$ cat src/xcvr_ctrl_pkg.sv
// Purpose: shared constants for the transceiver mode and protection block
// Assumes: 10 MHz clock, period 100 ns
// Notes:   timing counts derive from the printed times
package xcvr_ctrl_pkg;

  // clock rate
  localparam int unsigned CLK_PERIOD_NS = 100;

  // dominant timeout, longest time, rounded down
  localparam int unsigned DOM_TIMEOUT_US     = 1200;
  localparam int unsigned DOM_TIMEOUT_CYCLES = (DOM_TIMEOUT_US * 1000) / CLK_PERIOD_NS;

  // mode change delay after undervoltage clears (least time, rounded up)
  localparam int unsigned MODE_DELAY_NS     = 20000;
  localparam int unsigned MODE_DELAY_CYCLES =
    (MODE_DELAY_NS + CLK_PERIOD_NS - 1) / CLK_PERIOD_NS;

  // wake filter time (least time, rounded up)
  localparam int unsigned WAKE_FILTER_NS     = 1000;
  localparam int unsigned WAKE_FILTER_CYCLES =
    (WAKE_FILTER_NS + CLK_PERIOD_NS - 1) / CLK_PERIOD_NS;

  // counter width
  localparam int unsigned CNT_W = 16;

  // device states
  typedef enum logic [2:0] {
    ST_PROTECT_HIZ = 3'b000,
    ST_PROTECT_REC = 3'b001,
    ST_STANDBY     = 3'b010,
    ST_NORMAL      = 3'b011,
    ST_THERMAL     = 3'b100,
    ST_DOM_TO      = 3'b101
  } dev_state_t;

  // wake pattern detector phases
  typedef enum logic [2:0] {
    WK_IDLE  = 3'b000,
    WK_DOM1  = 3'b001,
    WK_REC1  = 3'b010,
    WK_DOM2  = 3'b011,
    WK_WOKEN = 3'b100
  } wake_state_t;

endpackage : xcvr_ctrl_pkg
$ cat src/can_xcvr_ctrl.sv
// Purpose: mode selection and protection for a CAN transceiver
// Assumes: all inputs except arst_n_i synchronous to clk_i; analog sensing outside
// Notes:   floating-pin pull-ups modelled by a floating flag per pin
// Contract
// - over-temperature disables driver and blocks transmit path
// - thermal shutdown clears when over-temperature deasserts
// - during thermal shutdown bus stays biased, receive follows bus
// - dominant timeout stops a stuck transmit input holding bus dominant
// - any supply undervoltage disables driver; low logic supply floats bus and receive
// - bus supply low, logic good: standby if mode-select high, else protected
// - after undervoltage clears, wait mode change delay before normal
// - mode-select high: standby, driver off, receive high until wake
// - host drives mode-select; low selects normal with mirrored receive
// - normal: transmit low drives dominant, high leaves recessive
// - normal: receive low for dominant bus, high for recessive
// - floating transmit input is pulled recessive
// - floating mode-select is pulled high, selecting standby
// - falling transmit edge starts timer; 1.2 ms disables driver until recessive
// - standby wake event drives receive output low
module can_xcvr_ctrl (
  // clock and reset
  input  wire logic clk_i,
  input  wire logic arst_n_i,
  // host side pins
  input  wire logic txd_i,
  input  wire logic txd_float_i,
  input  wire logic mode_select_i,
  input  wire logic mode_select_float_i,
  output logic      rxd_o,
  output logic      rxd_oe_o,
  // bus side
  input  wire logic bus_dom_i,
  output logic      bus_drive_dom_o,
  output logic      bus_bias_mid_o,
  output logic      bus_bias_gnd_o,
  // protection flags
  input  wire logic thermal_shutdown_i,
  input  wire logic bus_supply_undervoltage_i,
  input  wire logic logic_supply_undervoltage_i,
  // status
  output logic [2:0] state_o
);

  xcvr_ctrl_pkg::dev_state_t st_reg;
  xcvr_ctrl_pkg::dev_state_t st_next;
  logic [xcvr_ctrl_pkg::CNT_W-1:0] dto_cnt_reg;
  logic [xcvr_ctrl_pkg::CNT_W-1:0] mode_cnt_reg;
  logic                            txd_prev_reg;
  logic                            dto_reg;
  logic                            uv_seen_reg;
  logic                            txd_eff;
  logic                            stb_eff;
  logic                            uv_any;
  logic                            woken;
  logic                            rxd_next;
  logic                            rxd_oe_next;
  logic                            drv_next;

  ////////////////////////////////////////////////////////////////////
  // effective pin levels
  assign txd_eff = txd_float_i ? 1'b1 : txd_i;
  assign stb_eff = mode_select_float_i ? 1'b1 : mode_select_i;
  assign uv_any  = bus_supply_undervoltage_i | logic_supply_undervoltage_i;

  ////////////////////////////////////////////////////////////////////
  // dominant timeout: starts on falling edge, clears on recessive
  always_ff @(posedge clk_i or negedge arst_n_i) begin
    if (!arst_n_i) begin
      dto_cnt_reg  <= '0;
      dto_reg      <= 1'b0;
      txd_prev_reg <= 1'b1;
    end else begin
      txd_prev_reg <= txd_eff;
      if (txd_eff || st_reg != xcvr_ctrl_pkg::ST_NORMAL && st_reg != xcvr_ctrl_pkg::ST_DOM_TO) begin
        dto_cnt_reg <= '0;
        dto_reg     <= 1'b0;
      end else if (txd_prev_reg) begin
        dto_cnt_reg <= xcvr_ctrl_pkg::CNT_W'(1);
      end else if (dto_cnt_reg >=
                   xcvr_ctrl_pkg::CNT_W'(xcvr_ctrl_pkg::DOM_TIMEOUT_CYCLES)) begin
        dto_reg <= 1'b1;
      end else begin
        dto_cnt_reg <= dto_cnt_reg + 1'b1;
      end
    end
  end

  ////////////////////////////////////////////////////////////////////
  // mode change delay after undervoltage
  always_ff @(posedge clk_i or negedge arst_n_i) begin
    if (!arst_n_i) begin
      mode_cnt_reg <= '0;
      uv_seen_reg  <= 1'b1;
    end else if (uv_any) begin
      mode_cnt_reg <= '0;
      uv_seen_reg  <= 1'b1;
    end else if (uv_seen_reg) begin
      if (mode_cnt_reg >= xcvr_ctrl_pkg::CNT_W'(xcvr_ctrl_pkg::MODE_DELAY_CYCLES - 1)) begin
        uv_seen_reg <= 1'b0;
      end else begin
        mode_cnt_reg <= mode_cnt_reg + 1'b1;
      end
    end
  end

  ////////////////////////////////////////////////////////////////////
  // state selection by priority
  always_comb begin
    if (logic_supply_undervoltage_i) begin
      st_next = xcvr_ctrl_pkg::ST_PROTECT_HIZ;
    end else if (bus_supply_undervoltage_i) begin
      st_next = stb_eff ? xcvr_ctrl_pkg::ST_STANDBY
                        : xcvr_ctrl_pkg::ST_PROTECT_REC;
    end else if (stb_eff) begin
      st_next = xcvr_ctrl_pkg::ST_STANDBY;
    end else if (uv_seen_reg) begin
      st_next = xcvr_ctrl_pkg::ST_PROTECT_REC;
    end else if (thermal_shutdown_i) begin
      st_next = xcvr_ctrl_pkg::ST_THERMAL;
    end else if (dto_reg) begin
      st_next = xcvr_ctrl_pkg::ST_DOM_TO;
    end else begin
      st_next = xcvr_ctrl_pkg::ST_NORMAL;
    end
  end

  // state register
  always_ff @(posedge clk_i or negedge arst_n_i) begin
    if (!arst_n_i) begin
      st_reg <= xcvr_ctrl_pkg::ST_PROTECT_HIZ;
    end else begin
      st_reg <= st_next;
    end
  end

  ////////////////////////////////////////////////////////////////////
  // wake detector active only in standby
  wake_detect u_wake (
    .clk_i    (clk_i),
    .arst_n_i (arst_n_i),
    .enable_i (st_reg == xcvr_ctrl_pkg::ST_STANDBY),
    .bus_dom_i(bus_dom_i),
    .woken_o  (woken)
  );

  ////////////////////////////////////////////////////////////////////
  // pin output decode
  always_comb begin
    rxd_next    = 1'b1;
    rxd_oe_next = 1'b1;
    drv_next    = 1'b0;
    case (st_next)
      xcvr_ctrl_pkg::ST_PROTECT_HIZ: rxd_oe_next = 1'b0;
      xcvr_ctrl_pkg::ST_PROTECT_REC: rxd_next = 1'b1;
      xcvr_ctrl_pkg::ST_STANDBY:     rxd_next = ~woken;
      xcvr_ctrl_pkg::ST_THERMAL:     rxd_next = ~bus_dom_i;
      xcvr_ctrl_pkg::ST_DOM_TO:      rxd_next = ~bus_dom_i;
      default: begin
        rxd_next = ~bus_dom_i;
        drv_next = ~txd_eff;
      end
    endcase
  end

  // registered pin outputs
  always_ff @(posedge clk_i or negedge arst_n_i) begin
    if (!arst_n_i) begin
      rxd_o           <= 1'b1;
      rxd_oe_o        <= 1'b0;
      bus_drive_dom_o <= 1'b0;
      bus_bias_mid_o  <= 1'b0;
      bus_bias_gnd_o  <= 1'b0;
    end else begin
      rxd_o           <= rxd_next;
      rxd_oe_o        <= rxd_oe_next;
      bus_drive_dom_o <= drv_next;
      bus_bias_mid_o  <= (st_next == xcvr_ctrl_pkg::ST_NORMAL) ||
                         (st_next == xcvr_ctrl_pkg::ST_THERMAL) ||
                         (st_next == xcvr_ctrl_pkg::ST_DOM_TO);
      bus_bias_gnd_o  <= (st_next == xcvr_ctrl_pkg::ST_STANDBY);
    end
  end

  assign state_o = st_reg;
endmodule : can_xcvr_ctrl

$ cat src/wake_detect.sv
// Purpose: wake pattern detector used in standby
// Assumes: bus_dom_i synchronous to clk_i
// Notes:   dominant, recessive, dominant, recessive, each filtered
module wake_detect (
  // clock and reset
  input  wire logic clk_i,
  input  wire logic arst_n_i,
  // control
  input  wire logic enable_i,
  input  wire logic bus_dom_i,
  // result
  output logic      woken_o
);

  xcvr_ctrl_pkg::wake_state_t wk_reg;
  logic [xcvr_ctrl_pkg::CNT_W-1:0] flt_reg;
  logic                            last_reg;
  logic                            filt;

  // current bus level held long enough; a fresh change never counts as filtered
  assign filt = (flt_reg >= xcvr_ctrl_pkg::CNT_W'(xcvr_ctrl_pkg::WAKE_FILTER_CYCLES)) &&
                (bus_dom_i == last_reg);

  // filter counter restarts on every bus change
  always_ff @(posedge clk_i or negedge arst_n_i) begin
    if (!arst_n_i) begin
      flt_reg  <= '0;
      last_reg <= 1'b0;
    end else begin
      last_reg <= bus_dom_i;
      if (!enable_i || bus_dom_i != last_reg) begin
        flt_reg <= '0;
      end else if (!filt) begin
        flt_reg <= flt_reg + 1'b1;
      end
    end
  end

  // pattern sequencer
  always_ff @(posedge clk_i or negedge arst_n_i) begin
    if (!arst_n_i) begin
      wk_reg <= xcvr_ctrl_pkg::WK_IDLE;
    end else if (!enable_i) begin
      wk_reg <= xcvr_ctrl_pkg::WK_IDLE;
    end else begin
      case (wk_reg)
        xcvr_ctrl_pkg::WK_IDLE: if (filt && bus_dom_i) wk_reg <= xcvr_ctrl_pkg::WK_DOM1;
        xcvr_ctrl_pkg::WK_DOM1: if (filt && !bus_dom_i) wk_reg <= xcvr_ctrl_pkg::WK_REC1;
        xcvr_ctrl_pkg::WK_REC1: if (filt && bus_dom_i) wk_reg <= xcvr_ctrl_pkg::WK_DOM2;
        xcvr_ctrl_pkg::WK_DOM2: if (filt && !bus_dom_i) wk_reg <= xcvr_ctrl_pkg::WK_WOKEN;
        default: wk_reg <= wk_reg;
      endcase
    end
  end

  assign woken_o = (wk_reg == xcvr_ctrl_pkg::WK_WOKEN);

endmodule : wake_detect

$ cat config.mk
export PLATFORM = sky130hd
export DESIGN_NAME = can_xcvr_ctrl
export DESIGN_NICKNAME = d
export VERILOG_FILES = /design/src/xcvr_ctrl_pkg.sv /design/src/can_xcvr_ctrl.sv /design/src/wake_detect.sv
export SDC_FILE = /design/constraint.sdc
export NUM_CORES = 1
export LEC_CHECK = 0
export BUFFER_PORTS_ARGS = -buffer_cell sky130_fd_sc_hd__buf_2
export CORE_ASPECT_RATIO = 0.9
export CORE_UTILIZATION = 54
export CTS_CLUSTER_SIZE = 30
export DETAILED_ROUTE_END_ITERATION = 10
export HOLD_SLACK_MARGIN = 0.03
export PLACE_DENSITY = 0.82
export SETUP_SLACK_MARGIN = 0.3
export SLEW_MARGIN = 25
export SYNTH_ARGS = -nofsm -noshare
export SYNTH_HDL_FRONTEND = slang
export SYNTH_HIERARCHICAL = 1
export SYNTH_SLANG_ARGS = --single-unit
$ cat constraint.sdc
create_clock -name clk_i -period 1.8 [get_ports clk_i]
set_input_delay 0.18 -clock clk_i [delete_from_list [all_inputs] [get_ports clk_i]]
set_output_delay 0.18 -clock clk_i [all_outputs]
set_load 0.05 [all_outputs]
==> results of run 1 <==
## cells in the final DEF (no fill, tap or decap), types with 8 or more instances in the layout
cell and n:
a21oi_2 9, and2_1 12, and3_1 13, buf_2 18
buf_4 44, buf_6 12, clkbuf_8 11, dfrtp_1 57
nand2_1 11, nand3_1 8, nor2_1 20, or4_4 8
## report_power, final
part	total (mW)	internal, mW	switching [mW]
Clock	1.41	0.855	0.556
Sequential	1.44	1.43	0.0109
Combinational	0.171	0.0572	0.113
## worst max-delay path, cell delays in order (launching register included)
cell and delay (ns):
dfrtp_1 0.40, or4_4 0.58, o41ai_4 0.38, buf_4 0.21, or4_4 0.13, a21boi_2 0.04
## timing repair
item / in CTS / in global routing
endpoints found under the setup margin: 25 / 32
cloned: 1 / 1
hold buffers: 3 / 0
setup buffers: 23 / 12
hold endpoints to repair: 62 / 0
gates resized for setup: 29 / 44
pin swaps: 25 / 14
## routing by layer
metal / track usage / vias up / part of all wire
li1: - / 1132 / -
met1: 0.345 / 1294 / 0.42
met2: 0.452 / 105 / 0.51
met3: 0.0865 / 19 / 0.053
met4: 0.0926 / 0 / 0.020
met5: 0 / - / 0
## final cells by class
class                   count  area [µm²]  area share
multi-input cells         185        1550       0.381
clock inverters             3        65.1      0.0160
clock buffers              13         159      0.0391
flip-flops and latches     63        1580       0.389
repair buffers             78         606       0.149
inverters                   6        22.5     0.00554
well taps                  65        81.3      0.0200
## final timing paths
path / end / slack (ns) / depth (start not counted)
max: u_wake/wk_reg[1] / -0.04 / 5
min: state_o[0] / 0.05 / 2
max reg2reg: u_wake/wk_reg[1] / -0.04 / 5
min reg2reg: mode_cnt_reg[14] / 0.49 / 1
max in group asynchronous: rxd_o / 1.10 / 3
min in group asynchronous: dto_cnt_reg[8] / 0.36 / 3
## cell families (layout without fill, tap and decap cells)
| logic type | count (synthesis) | count (layout) |
|---|---|---|
| AND/OR/NAND/NOR | 115 | 115 |
| XOR/XNOR | 6 | 6 |
| buffers and inverters | 12 | 100 |
| AO/OA/AOI/OAI | 56 | 57 |
| multiplexers | 2 | 2 |
| flip-flops | 63 | 63 |
| adder cells (fa/ha/maj) | 5 | 5 |
## stage by stage
step	setup WS [ns]	area (µm²)	cells
3_5_place_dp	-0.136	3210	357
2_1_floorplan	-0.203	2900	259
5_1_grt	-0.0761	4070	413
6_report	-0.0392	4070	413
3_3_place_gp	-0.0730	3210	357
4_1_cts	0.00617	3780	400
==> metrics.csv, run 1 <==
stage,metric,value,unit
floorplanning,ioPinCount,18,
worst_setup_path,r2r_start,u_wake/flt_reg[13],
timing,finalHoldViolCount,0,
clock_network,cts_tree,done,
floorplanning,start_util,0.576,
drt,wirelength,8710,µm
yosys,synth.most_common_cell,dfrtp_1,
worst_setup_path,path_max_fanout,4,
clock_network,clock_sinks,63,
pwr,p_leak,1.84,nW
yosys,synth_nets,274,
grt,overflow,0,
worst_setup_path,crit_type,reg -> reg,
drt,drtAntennaViolNets,0,
yosys,synth_compound_area_frac,0.142,
floorplanning,placementRows,24,
yosys,synthesis.instances,259,
yosys,synth_top_area_share,0.526,
yosys,synth_commonest_cells,"dfrtp_1, nor2_1, a21oi_1",
floorplanning,core,4950,µm²
outcome,violations,setup timing,
drt,drc,0,
yosys,synth-main-ff-cell,dfrtp_1,
timing,fin_crit,1.84,ns
drt,drt-initial-drc-count,291,
timing,fin_crit_sh,1.02,
yosys,synth_fa_ha_area_frac,0.0219,
timing,tns,-0.150,ns
layout,areaGrowthSynthToFinish,42.6,%
layout,num-nets-final,358,
hold_path,hp-start,mode_select_float_i,
grt,grt_pass1_vias,2457,
worst_setup_path,cp-start-kind,flop,
timing,fmax,544,MHz
flow_run,cap_violations,0,
timing,setup-violations-final,5,
timing,rsz0062_at_grt,true,
floorplanning,die_area,5580,µm²
yosys,synthSimpleGateAreaFrac,0.237,
timing,worst_slew_pin_slew,0.539,ns
yosys,yosysWarnings,6,
layout,fin_util,0.821,
placed_design,dp_hpwl,4110,µm
grt,antenna_found_initial,0,
drt,vias,2550,
layout,drive_above_1_share,0.454,
yosys,synth_top_family_by_area,simple AND/OR/NAND/NOR gates,
placed_design,place.gp.congestion,0.903,
yosys,netlist_area,2850,µm²
timing,whs,0.0503,ns
timing,clock_skew,0.0128,ns
hold_path,hold_class,in -> reg,
pwr,power,3.02,mW
clock_network,cts_buffers,9,
yosys,yosys.cell_types.count,51,
timing,maxSlewViolCount,0,
layout,nFillCells,248,
worst_setup_path,cp_data_required_time,2.03,ns
floorplanning,die_y,71.0,µm
drt,wire_per_inst,21.1,µm
drt,avgViaCountPerCell,6.17,
yosys,postSynthAreaPerCell,11.0,µm²
clock_network,clk_pin_slew,0.07,ns
yosys,synthArstFlopShare,1.00,
clock_network,cts_buffer_depth,2,
clock_network,cts_max_level,3,
layout,diodes,0,
grt,grt_max_degree,64,
clock_network,cts_root_buffer,clkbuf_8,
yosys,seq_area_frac_synth,0.554,
worst_setup_path,endpoint_kind,flop,
yosys,yosysTopAreaCell,dfrtp_1,
yosys,synth_seq_cells,63,
worst_setup_path,critPathArrivalTime,2.07,ns
timing,slew_headroom,0.640,
outcome,outcome,"finished, violations left",
yosys,synth_xor_xnor_area_share,0.0184,
floorplanning,die_x,78.6,µm
pwr,irDropWorstVdd,954,µV
clock_network,clk_latency,0.35,ns
grt,grtUsageTotal,0.275,
drt,drtPass1Iterations,5,
yosys,synth_edf_count,0,
worst_setup_path,crit_start,u_wake/flt_reg[13],
timing,setup_ws,-0.0392,ns
placed_design,io_buffers,17,
yosys,yosys-top-cells-area,"dfrtp_1, or4_1, and2_1",
grt,grt_pass1_wl,11500,µm
pwr,power_density,743,nW/µm²
yosys,synth.area.mux_share,0.00746,
Power figures use the tool's default switching activity.
==> inputs of run 2 (changes only) <==
--- a/config.mk
+++ b/config.mk
@@ -7,11 +7,11 @@
 export LEC_CHECK = 0
 export BUFFER_PORTS_ARGS = -buffer_cell sky130_fd_sc_hd__buf_2
 export CORE_ASPECT_RATIO = 0.9
-export CORE_UTILIZATION = 54
+export CORE_UTILIZATION = 60
 export CTS_CLUSTER_SIZE = 30
 export DETAILED_ROUTE_END_ITERATION = 10
 export HOLD_SLACK_MARGIN = 0.03
-export PLACE_DENSITY = 0.82
+export PLACE_DENSITY = 0.86
 export SETUP_SLACK_MARGIN = 0.3
 export SLEW_MARGIN = 25
 export SYNTH_ARGS = -nofsm -noshare
==> constraint.sdc (replaced) <==
create_clock -name clk_i -period 1.9 [get_ports clk_i]
set_input_delay 0.19 -clock clk_i [delete_from_list [all_inputs] [get_ports clk_i]]
set_output_delay 0.19 -clock clk_i [all_outputs]
set_load 0.05 [all_outputs]
==> metrics.csv, run 2 (synthesis results as in run 1) <==
stage,metric,value,unit
worst_setup_path,path_max_fanout,5,
timing,fin_crit,1.95,ns
worst_setup_path,cp-start-kind,flop,
pwr,irDropWorstVdd,533,µV
drt,wire_per_inst,22.5,µm
grt,grt_max_degree,64,
layout,nFillCells,184,
layout,areaGrowthSynthToFinish,40.3,%
grt,grtUsageTotal,0.328,
timing,worst_slew_pin_slew,0.567,ns
worst_setup_path,critPathArrivalTime,2.22,ns
clock_network,cts_buffers,9,
clock_network,clk_pin_slew,0.07,ns
timing,setup-violations-final,4,
drt,vias,2649,
layout,fin_util,0.886,
outcome,violations,setup timing,
pwr,power_frac_comb,0.055,
placed_design,dp.cells,343,
layout,num-nets-final,348,
worst_setup_path,cp_data_required_time,2.17,ns
clock_network,cts_max_level,3,
pwr,p_leak,1.79,nW
pwr,pwr-share-seq,0.472,
drt,wirelength,9000,µm
grt,grt_pass1_wl,11900,µm
clock_network,cts_tree,done,
worst_setup_path,endpoint_kind,flop,
worst_setup_path,reg2reg_depth,5,
drt,drc,0,
floorplanning,ioPinCount,18,
timing,setup_ws,-0.0508,ns
placed_design,placed_area,3120,µm²
layout,finalInstanceArea,4000,µm²
layout,diodes,0,
grt,overflow,0,
floorplanning,start_util,0.631,
timing,fmax,513,MHz
pwr,p_switching,0.615,mW
placed_design,place.gp.congestion,0.892,
timing,tns,-0.122,ns
floorplanning,core,4520,µm²
clock_network,clock_sinks,63,
pwr,power_density,723,nW/µm²
worst_setup_path,critPathSlowestCell,or4_1,
drt,avgViaCountPerCell,6.62,
timing,fin_crit_sh,1.03,
timing,rsz0062_at_grt,true,
clock_network,cts_buffer_depth,2,
floorplanning,die_area,5030,µm²
timing,clock_skew,0.0114,ns
floorplanning,die_y,67.4,µm
layout,final_cells,400,
floorplanning,die_x,74.7,µm
worst_setup_path,cp_slowest_stage_delay,0.54,ns
outcome,outcome,"finished, violations left",
layout,drive_above_1_share,0.438,
pwr,switching_share,0.213,
hold_path,min_delay_path_depth,2,
hold_path,hold_class,in -> reg,
pwr,internal_power,2.28,mW
flow_run,cap_violations,0,
placed_design,dp_hpwl,4140,µm
pwr,clkPwrFrac,0.473,
timing,whs,0.0861,ns
clock_network,cts_root_buffer,clkbuf_8,
floorplanning,placementRows,23,
drt,drtAntennaViolNets,0,
grt,grt_pass1_vias,2457,
layout,regArea,1590,µm²
layout,final_common_cell,dfrtp_1,
timing,slew_headroom,0.619,
drt,drtPass1Iterations,5,
drt,drt-initial-drc-count,255,
clock_network,clk_latency,0.34,ns
worst_setup_path,crit_chain,"ha_4, a2111oi_4, o21ai_2, or4_1, a21oi_2",
grt,antenna_found_initial,0,
worst_setup_path,crit_type,reg -> reg,
layout,multiInputGateArea,1570,µm²
layout,layout_common_cells,"dfrtp_1, buf_4, nor2_1",
placed_design,io_buffers,17,
timing,maxSlewViolCount,0,
timing,finalHoldViolCount,0,
-- run 2: cell types whose count changed in the layout (fill, tap and decap cells not counted), moves of 3 or more --
| cell | previous run | this run |
|---|---|---|
| nand3_2 | 3 | 0 |
| buf_4 | 44 | 34 |
| o31ai_1 | 4 | 7 |
| buf_6 | 12 | 9 |
-- run 2: final timing paths --
check                                                  from            endpoint  slack (ns)
worst max-delay path                        mode_cnt_reg[1]     mode_cnt_reg[6]       -0.05
worst min-delay path            logic_supply_undervoltage_i            rxd_oe_o        0.09
worst max register to register              mode_cnt_reg[1]     mode_cnt_reg[6]       -0.05
worst min register to register             mode_cnt_reg[15]    mode_cnt_reg[15]        0.50
max in group asynchronous                          arst_n_i         uv_seen_reg        1.18
min in group asynchronous                          arst_n_i  u_wake/flt_reg[15]        0.42
-- run 2: worst max-delay path: cells and delay by family (launching register included) --
kind,cells,cell delay [ns]
AO/OA/AOI/OAI,3,0.72
adder cells (fa/ha/maj),1,0.20
flip-flops,1,0.43
AND/OR/NAND/NOR,1,0.54
-- run 2: cell type report --
type,count,share of cell area
Inverter,6,0.00563
Clock buffer,12,0.0338
Clock inverter,4,0.0238
Multi-Input combinational cell,187,0.393
Sequential cell,63,0.396
Tap cell,62,0.0194
Timing Repair Buffer,66,0.128
-- run 2: per-stage QoR --
step | setup WS [ns] | power [mW]
after detailed placement | -0.0379 | 1.52
after CTS | 0.0909 | 2.87
final | -0.0508 | 2.89
after global placement | 0.0239 | 1.51
after floorplan | -0.103 | 1.45
after global routing | -0.107 | 2.98
-- run 2: timing repair --
action / 4_1_cts / 5_1_grt
endpoints found under the setup margin: 25 / 33
setup buffers: 21 / 12
resized for setup: 28 / 48
cloned: 2 / 2
hold endpoints to repair: 60 / 2
hold buffers: 1 / 3
pin swaps: 17 / 22
-- run 2: routing by layer --
layer	vias to the layer above	track usage	routed length [µm]
li1	1130	-	-
met1	1327	0.371	3450
met2	141	0.583	4640
met3	51	0.0836	488
met4	0	0.146	418
met5	-	0	0
-- run 2: power groups by stage --
stage	Sequential, mW	Combinational [mW]	Clock, mW
2_1_floorplan	1.41	0.0410	0
3_3_place_gp	1.39	0.123	0
3_5_place_dp	1.39	0.127	0
4_1_cts	1.36	0.140	1.37
5_1_grt	1.36	0.171	1.44
6_report	1.36	0.159	1.37
==> inputs of run 3 (changes only) <==
--- a/config.mk
+++ b/config.mk
@@ -7,14 +7,13 @@
 export LEC_CHECK = 0
 export BUFFER_PORTS_ARGS = -buffer_cell sky130_fd_sc_hd__buf_2
 export CORE_ASPECT_RATIO = 0.9
-export CORE_UTILIZATION = 60
+export CORE_UTILIZATION = 59
 export CTS_CLUSTER_SIZE = 30
 export DETAILED_ROUTE_END_ITERATION = 10
 export HOLD_SLACK_MARGIN = 0.03
-export PLACE_DENSITY = 0.86
+export PLACE_DENSITY = 0.78
 export SETUP_SLACK_MARGIN = 0.3
 export SLEW_MARGIN = 25
 export SYNTH_ARGS = -nofsm -noshare
 export SYNTH_HDL_FRONTEND = slang
-export SYNTH_HIERARCHICAL = 1
 export SYNTH_SLANG_ARGS = --single-unit
==> metrics.csv, run 3 <==
stage,metric,value,unit
worst_setup_path,crit_chain,"ha_2, a2111oi_4, o2111ai_4, or4_4, a21oi_2",
floorplanning,placementRows,23,
yosys,yosysTopAreaCell,dfrtp_1,
pwr,pwr-share-seq,0.472,
drt,drc,0,
timing,rsz0062_at_grt,true,
pwr,power_density,816,nW/µm²
yosys,synth_nets,268,
layout,num-nets-final,319,
placed_design,io_buffers,17,
hold_path,hold_class,in -> reg,
clock_network,clock_sinks,63,
clock_network,cts_max_level,3,
clock_network,cts_buffers,9,
drt,wire_per_inst,16.5,µm
timing,slew_headroom,0.642,
layout,finalInstanceArea,3540,µm²
drt,wl_met2,3290,µm
grt,overflow,0,
layout,areaGrowthSynthToFinish,29.0,%
floorplanning,die_x,73.9,µm
yosys,synth-main-ff-cell,dfrtp_1,
timing,clock_skew,0.0106,ns
worst_setup_path,critPathArrivalTime,2.17,ns
yosys,netlist_area,2750,µm²
grt,grt_pass1_wl,9720,µm
drt,vias,2161,
drt,wl_met3,181,µm
placed_design,pre_cts_ws,-0.109,ns
worst_setup_path,endpoint_kind,flop,
worst_setup_path,cp-start-kind,flop,
timing,fin_crit,1.90,ns
pwr,irDropWorstVdd,693,µV
hold_path,min_delay_path_depth,2,
drt,drt-initial-drc-count,157,
timing,setup-violations-final,1,
placed_design,dp.cells,338,
worst_setup_path,cp_slowest_stage_delay,0.56,ns
worst_setup_path,reg2reg_to,mode_cnt_reg[4],
yosys,synth_commonest_cells,"dfrtp_1, and2_1, a21oi_1",
layout,nFillCells,276,
yosys,synth.most_common_cell,dfrtp_1,
worst_setup_path,critPathSlowestCell,or4_4,
layout,drive_above_1_share,0.307,
layout,multiInputGateArea,1260,µm²
drt,drtAntennaViolNets,0,
clock_network,cts_tree,done,
floorplanning,core,4460,µm²
timing,maxSlewViolCount,0,
pwr,power_frac_comb,0.045,
layout,fin_util,0.794,
floorplanning,die_y,66.7,µm
timing,fin_crit_sh,1.00,
grt,antenna_found_initial,0,
worst_setup_path,reg2reg_slack,-0.002,ns
grt,grt_pass1_vias,2167,
placed_design,dp_hpwl,3440,µm
layout,final_cells,371,
worst_setup_path,cp_data_required_time,2.17,ns
flow_run,cap_violations,0,
layout,layout_common_cells,"dfrtp_1, and2_1, buf_4",
floorplanning,die_area,4930,µm²
yosys,synth_seq_cells,63,
clock_network,cts_buffer_depth,2,
yosys,synthArstFlopShare,1.00,
pwr,clkPwrFrac,0.484,
yosys,yosys-top-cells-area,"dfrtp_1, and2_1, a21oi_1",
yosys,yosys.cell_types.count,43,
worst_setup_path,path_max_fanout,8,
pwr,internal_power,2.31,mW
drt,wirelength,6110,µm
worst_setup_path,r2r_start,mode_cnt_reg[1],
yosys,synth_edf_count,0,
worst_setup_path,crit_buf_inv,0,
pwr,p_leak,1.51,nW
worst_setup_path,reg2reg_depth,5,
layout,diodes,0,
timing,worst_slew_pin_slew,0.535,ns
yosys,synth_top_area_share,0.547,
drt,avgViaCountPerCell,5.82,
pwr,switching_share,0.201,
floorplanning,start_util,0.616,
yosys,seq_area_frac_synth,0.575,
worst_setup_path,crit_type,reg -> reg,
grt,grtUsageTotal,0.274,
drt,drtPass1Iterations,4,
hold_path,hold_end,bus_drive_dom_o,
outcome,outcome,"finished, violations left",
placed_design,placed_area,3000,µm²
yosys,postSynthAreaPerCell,10.9,µm²
outcome,violations,setup timing,
timing,finalHoldViolCount,0,
layout,final_common_cell,dfrtp_1,
timing,fmax,526,MHz
yosys,synthesis.instances,253,
clock_network,cts_root_buffer,clkbuf_8,
worst_setup_path,path_delay_family,compound AO/OA/AOI/OAI gates,
clock_network,clk_pin_slew,0.06,ns
grt,grt_max_degree,64,
pwr,p_switching,0.582,mW
drt,met1Wirelength,2550,µm
drt,topRoutingLayerUsed,met4,
yosys,yosysWarnings,0,
layout,regArea,1590,µm²
floorplanning,ioPinCount,18,
placed_design,place.gp.congestion,0.816,
timing,setup_ws,-0.00240,ns
pwr,power,2.89,mW
hold_path,hp-start,thermal_shutdown_i,
clock_network,clk_latency,0.34,ns
[run 3: changes by cell type in the layout (fill, tap and decap cells not counted), sizes merged, moves of 3 or more]
cell and change:
nor4 +3, inv +10, and2 +8, buf -22, or3 +5, o21a -3, nor2 -3, and3 -13
o31ai -4, nand3 -7, or4 -7, a21oi +3
[run 3: layout make-up]
cell class / count / area share
inverter: 16 / 0.0170
sequential: 63 / 0.448
clock inverter: 3 / 0.0254
timing repair buffer: 43 / 0.0887
multi-input combinational: 171 / 0.357
clock buffer: 13 / 0.0420
tap: 62 / 0.0219
[run 3: logic make-up (layout without fill, tap and decap cells)]
group,count (synthesis),count (layout),share of synthesized area
simple gates,102,103,0.210
compound gates,53,54,0.133
flops,63,63,0.575
fa+ha+maj,5,5,0.0228
mux,2,2,0.00729
buf+inv,21,75,0.0292
xor+xnor,7,7,0.0223
[run 3: worst register-to-register path, delay by kind of cell, from the launching register on]
family,cells,cell delay [ns]
AO/OA/AOI/OAI,3,0.68
adder cells (fa/ha/maj),1,0.21
flip-flops,1,0.38
AND/OR/NAND/NOR,1,0.56
[run 3: worst max path at each step]
stage	end	from	depth (start not counted)	slack [ns]
2_1_floorplan	dto_cnt_reg[4]	state_o[0]	4	0.05
3_3_place_gp	mode_cnt_reg[5]	mode_cnt_reg[1]	5	-0.02
3_5_place_dp	mode_cnt_reg[5]	mode_cnt_reg[1]	5	-0.11
4_1_cts	mode_cnt_reg[4]	mode_cnt_reg[1]	5	0.01
5_1_grt	mode_cnt_reg[4]	mode_cnt_reg[1]	5	-0.09
6_report	mode_cnt_reg[4]	mode_cnt_reg[1]	5	-0.002
[run 3: per-stage QoR]
stage / hold slack, ns / TNS, ns
floorplan: -0.106 / 0
global placement: 0.225 / -0.0392
detailed placement: 0.224 / -0.274
CTS: 0.0361 / 0
global route: 0.0375 / -0.250
finish: 0.0627 / -0.00240
[run 3: power by group through the flow]
stage | clock, mW | combinational, mW | sequential (mW)
global placement | 0 | 0.112 | 1.39
CTS | 1.41 | 0.124 | 1.36
detailed placement | 0 | 0.114 | 1.39
global route | 1.48 | 0.144 | 1.36
finish | 1.40 | 0.130 | 1.36
floorplan | 0 | 0.0329 | 1.40
[run 3: routing by layer]
metal,vias to the layer above,track usage
met5,-,0
met3,11,0.104
met4,0,0.0865
met1,1089,0.342
li1,1016,-
met2,45,0.440
[run 3: timing repair]
item                                    in CTS  in global routing
cloned                                       1                  1
gates resized for setup                     13                 22
setup buffers                                7                  4
hold buffers                                 4                  0
hold endpoints to repair                    62                  0
endpoints found under the setup margin      26                 31
pin swaps                                   11                  9
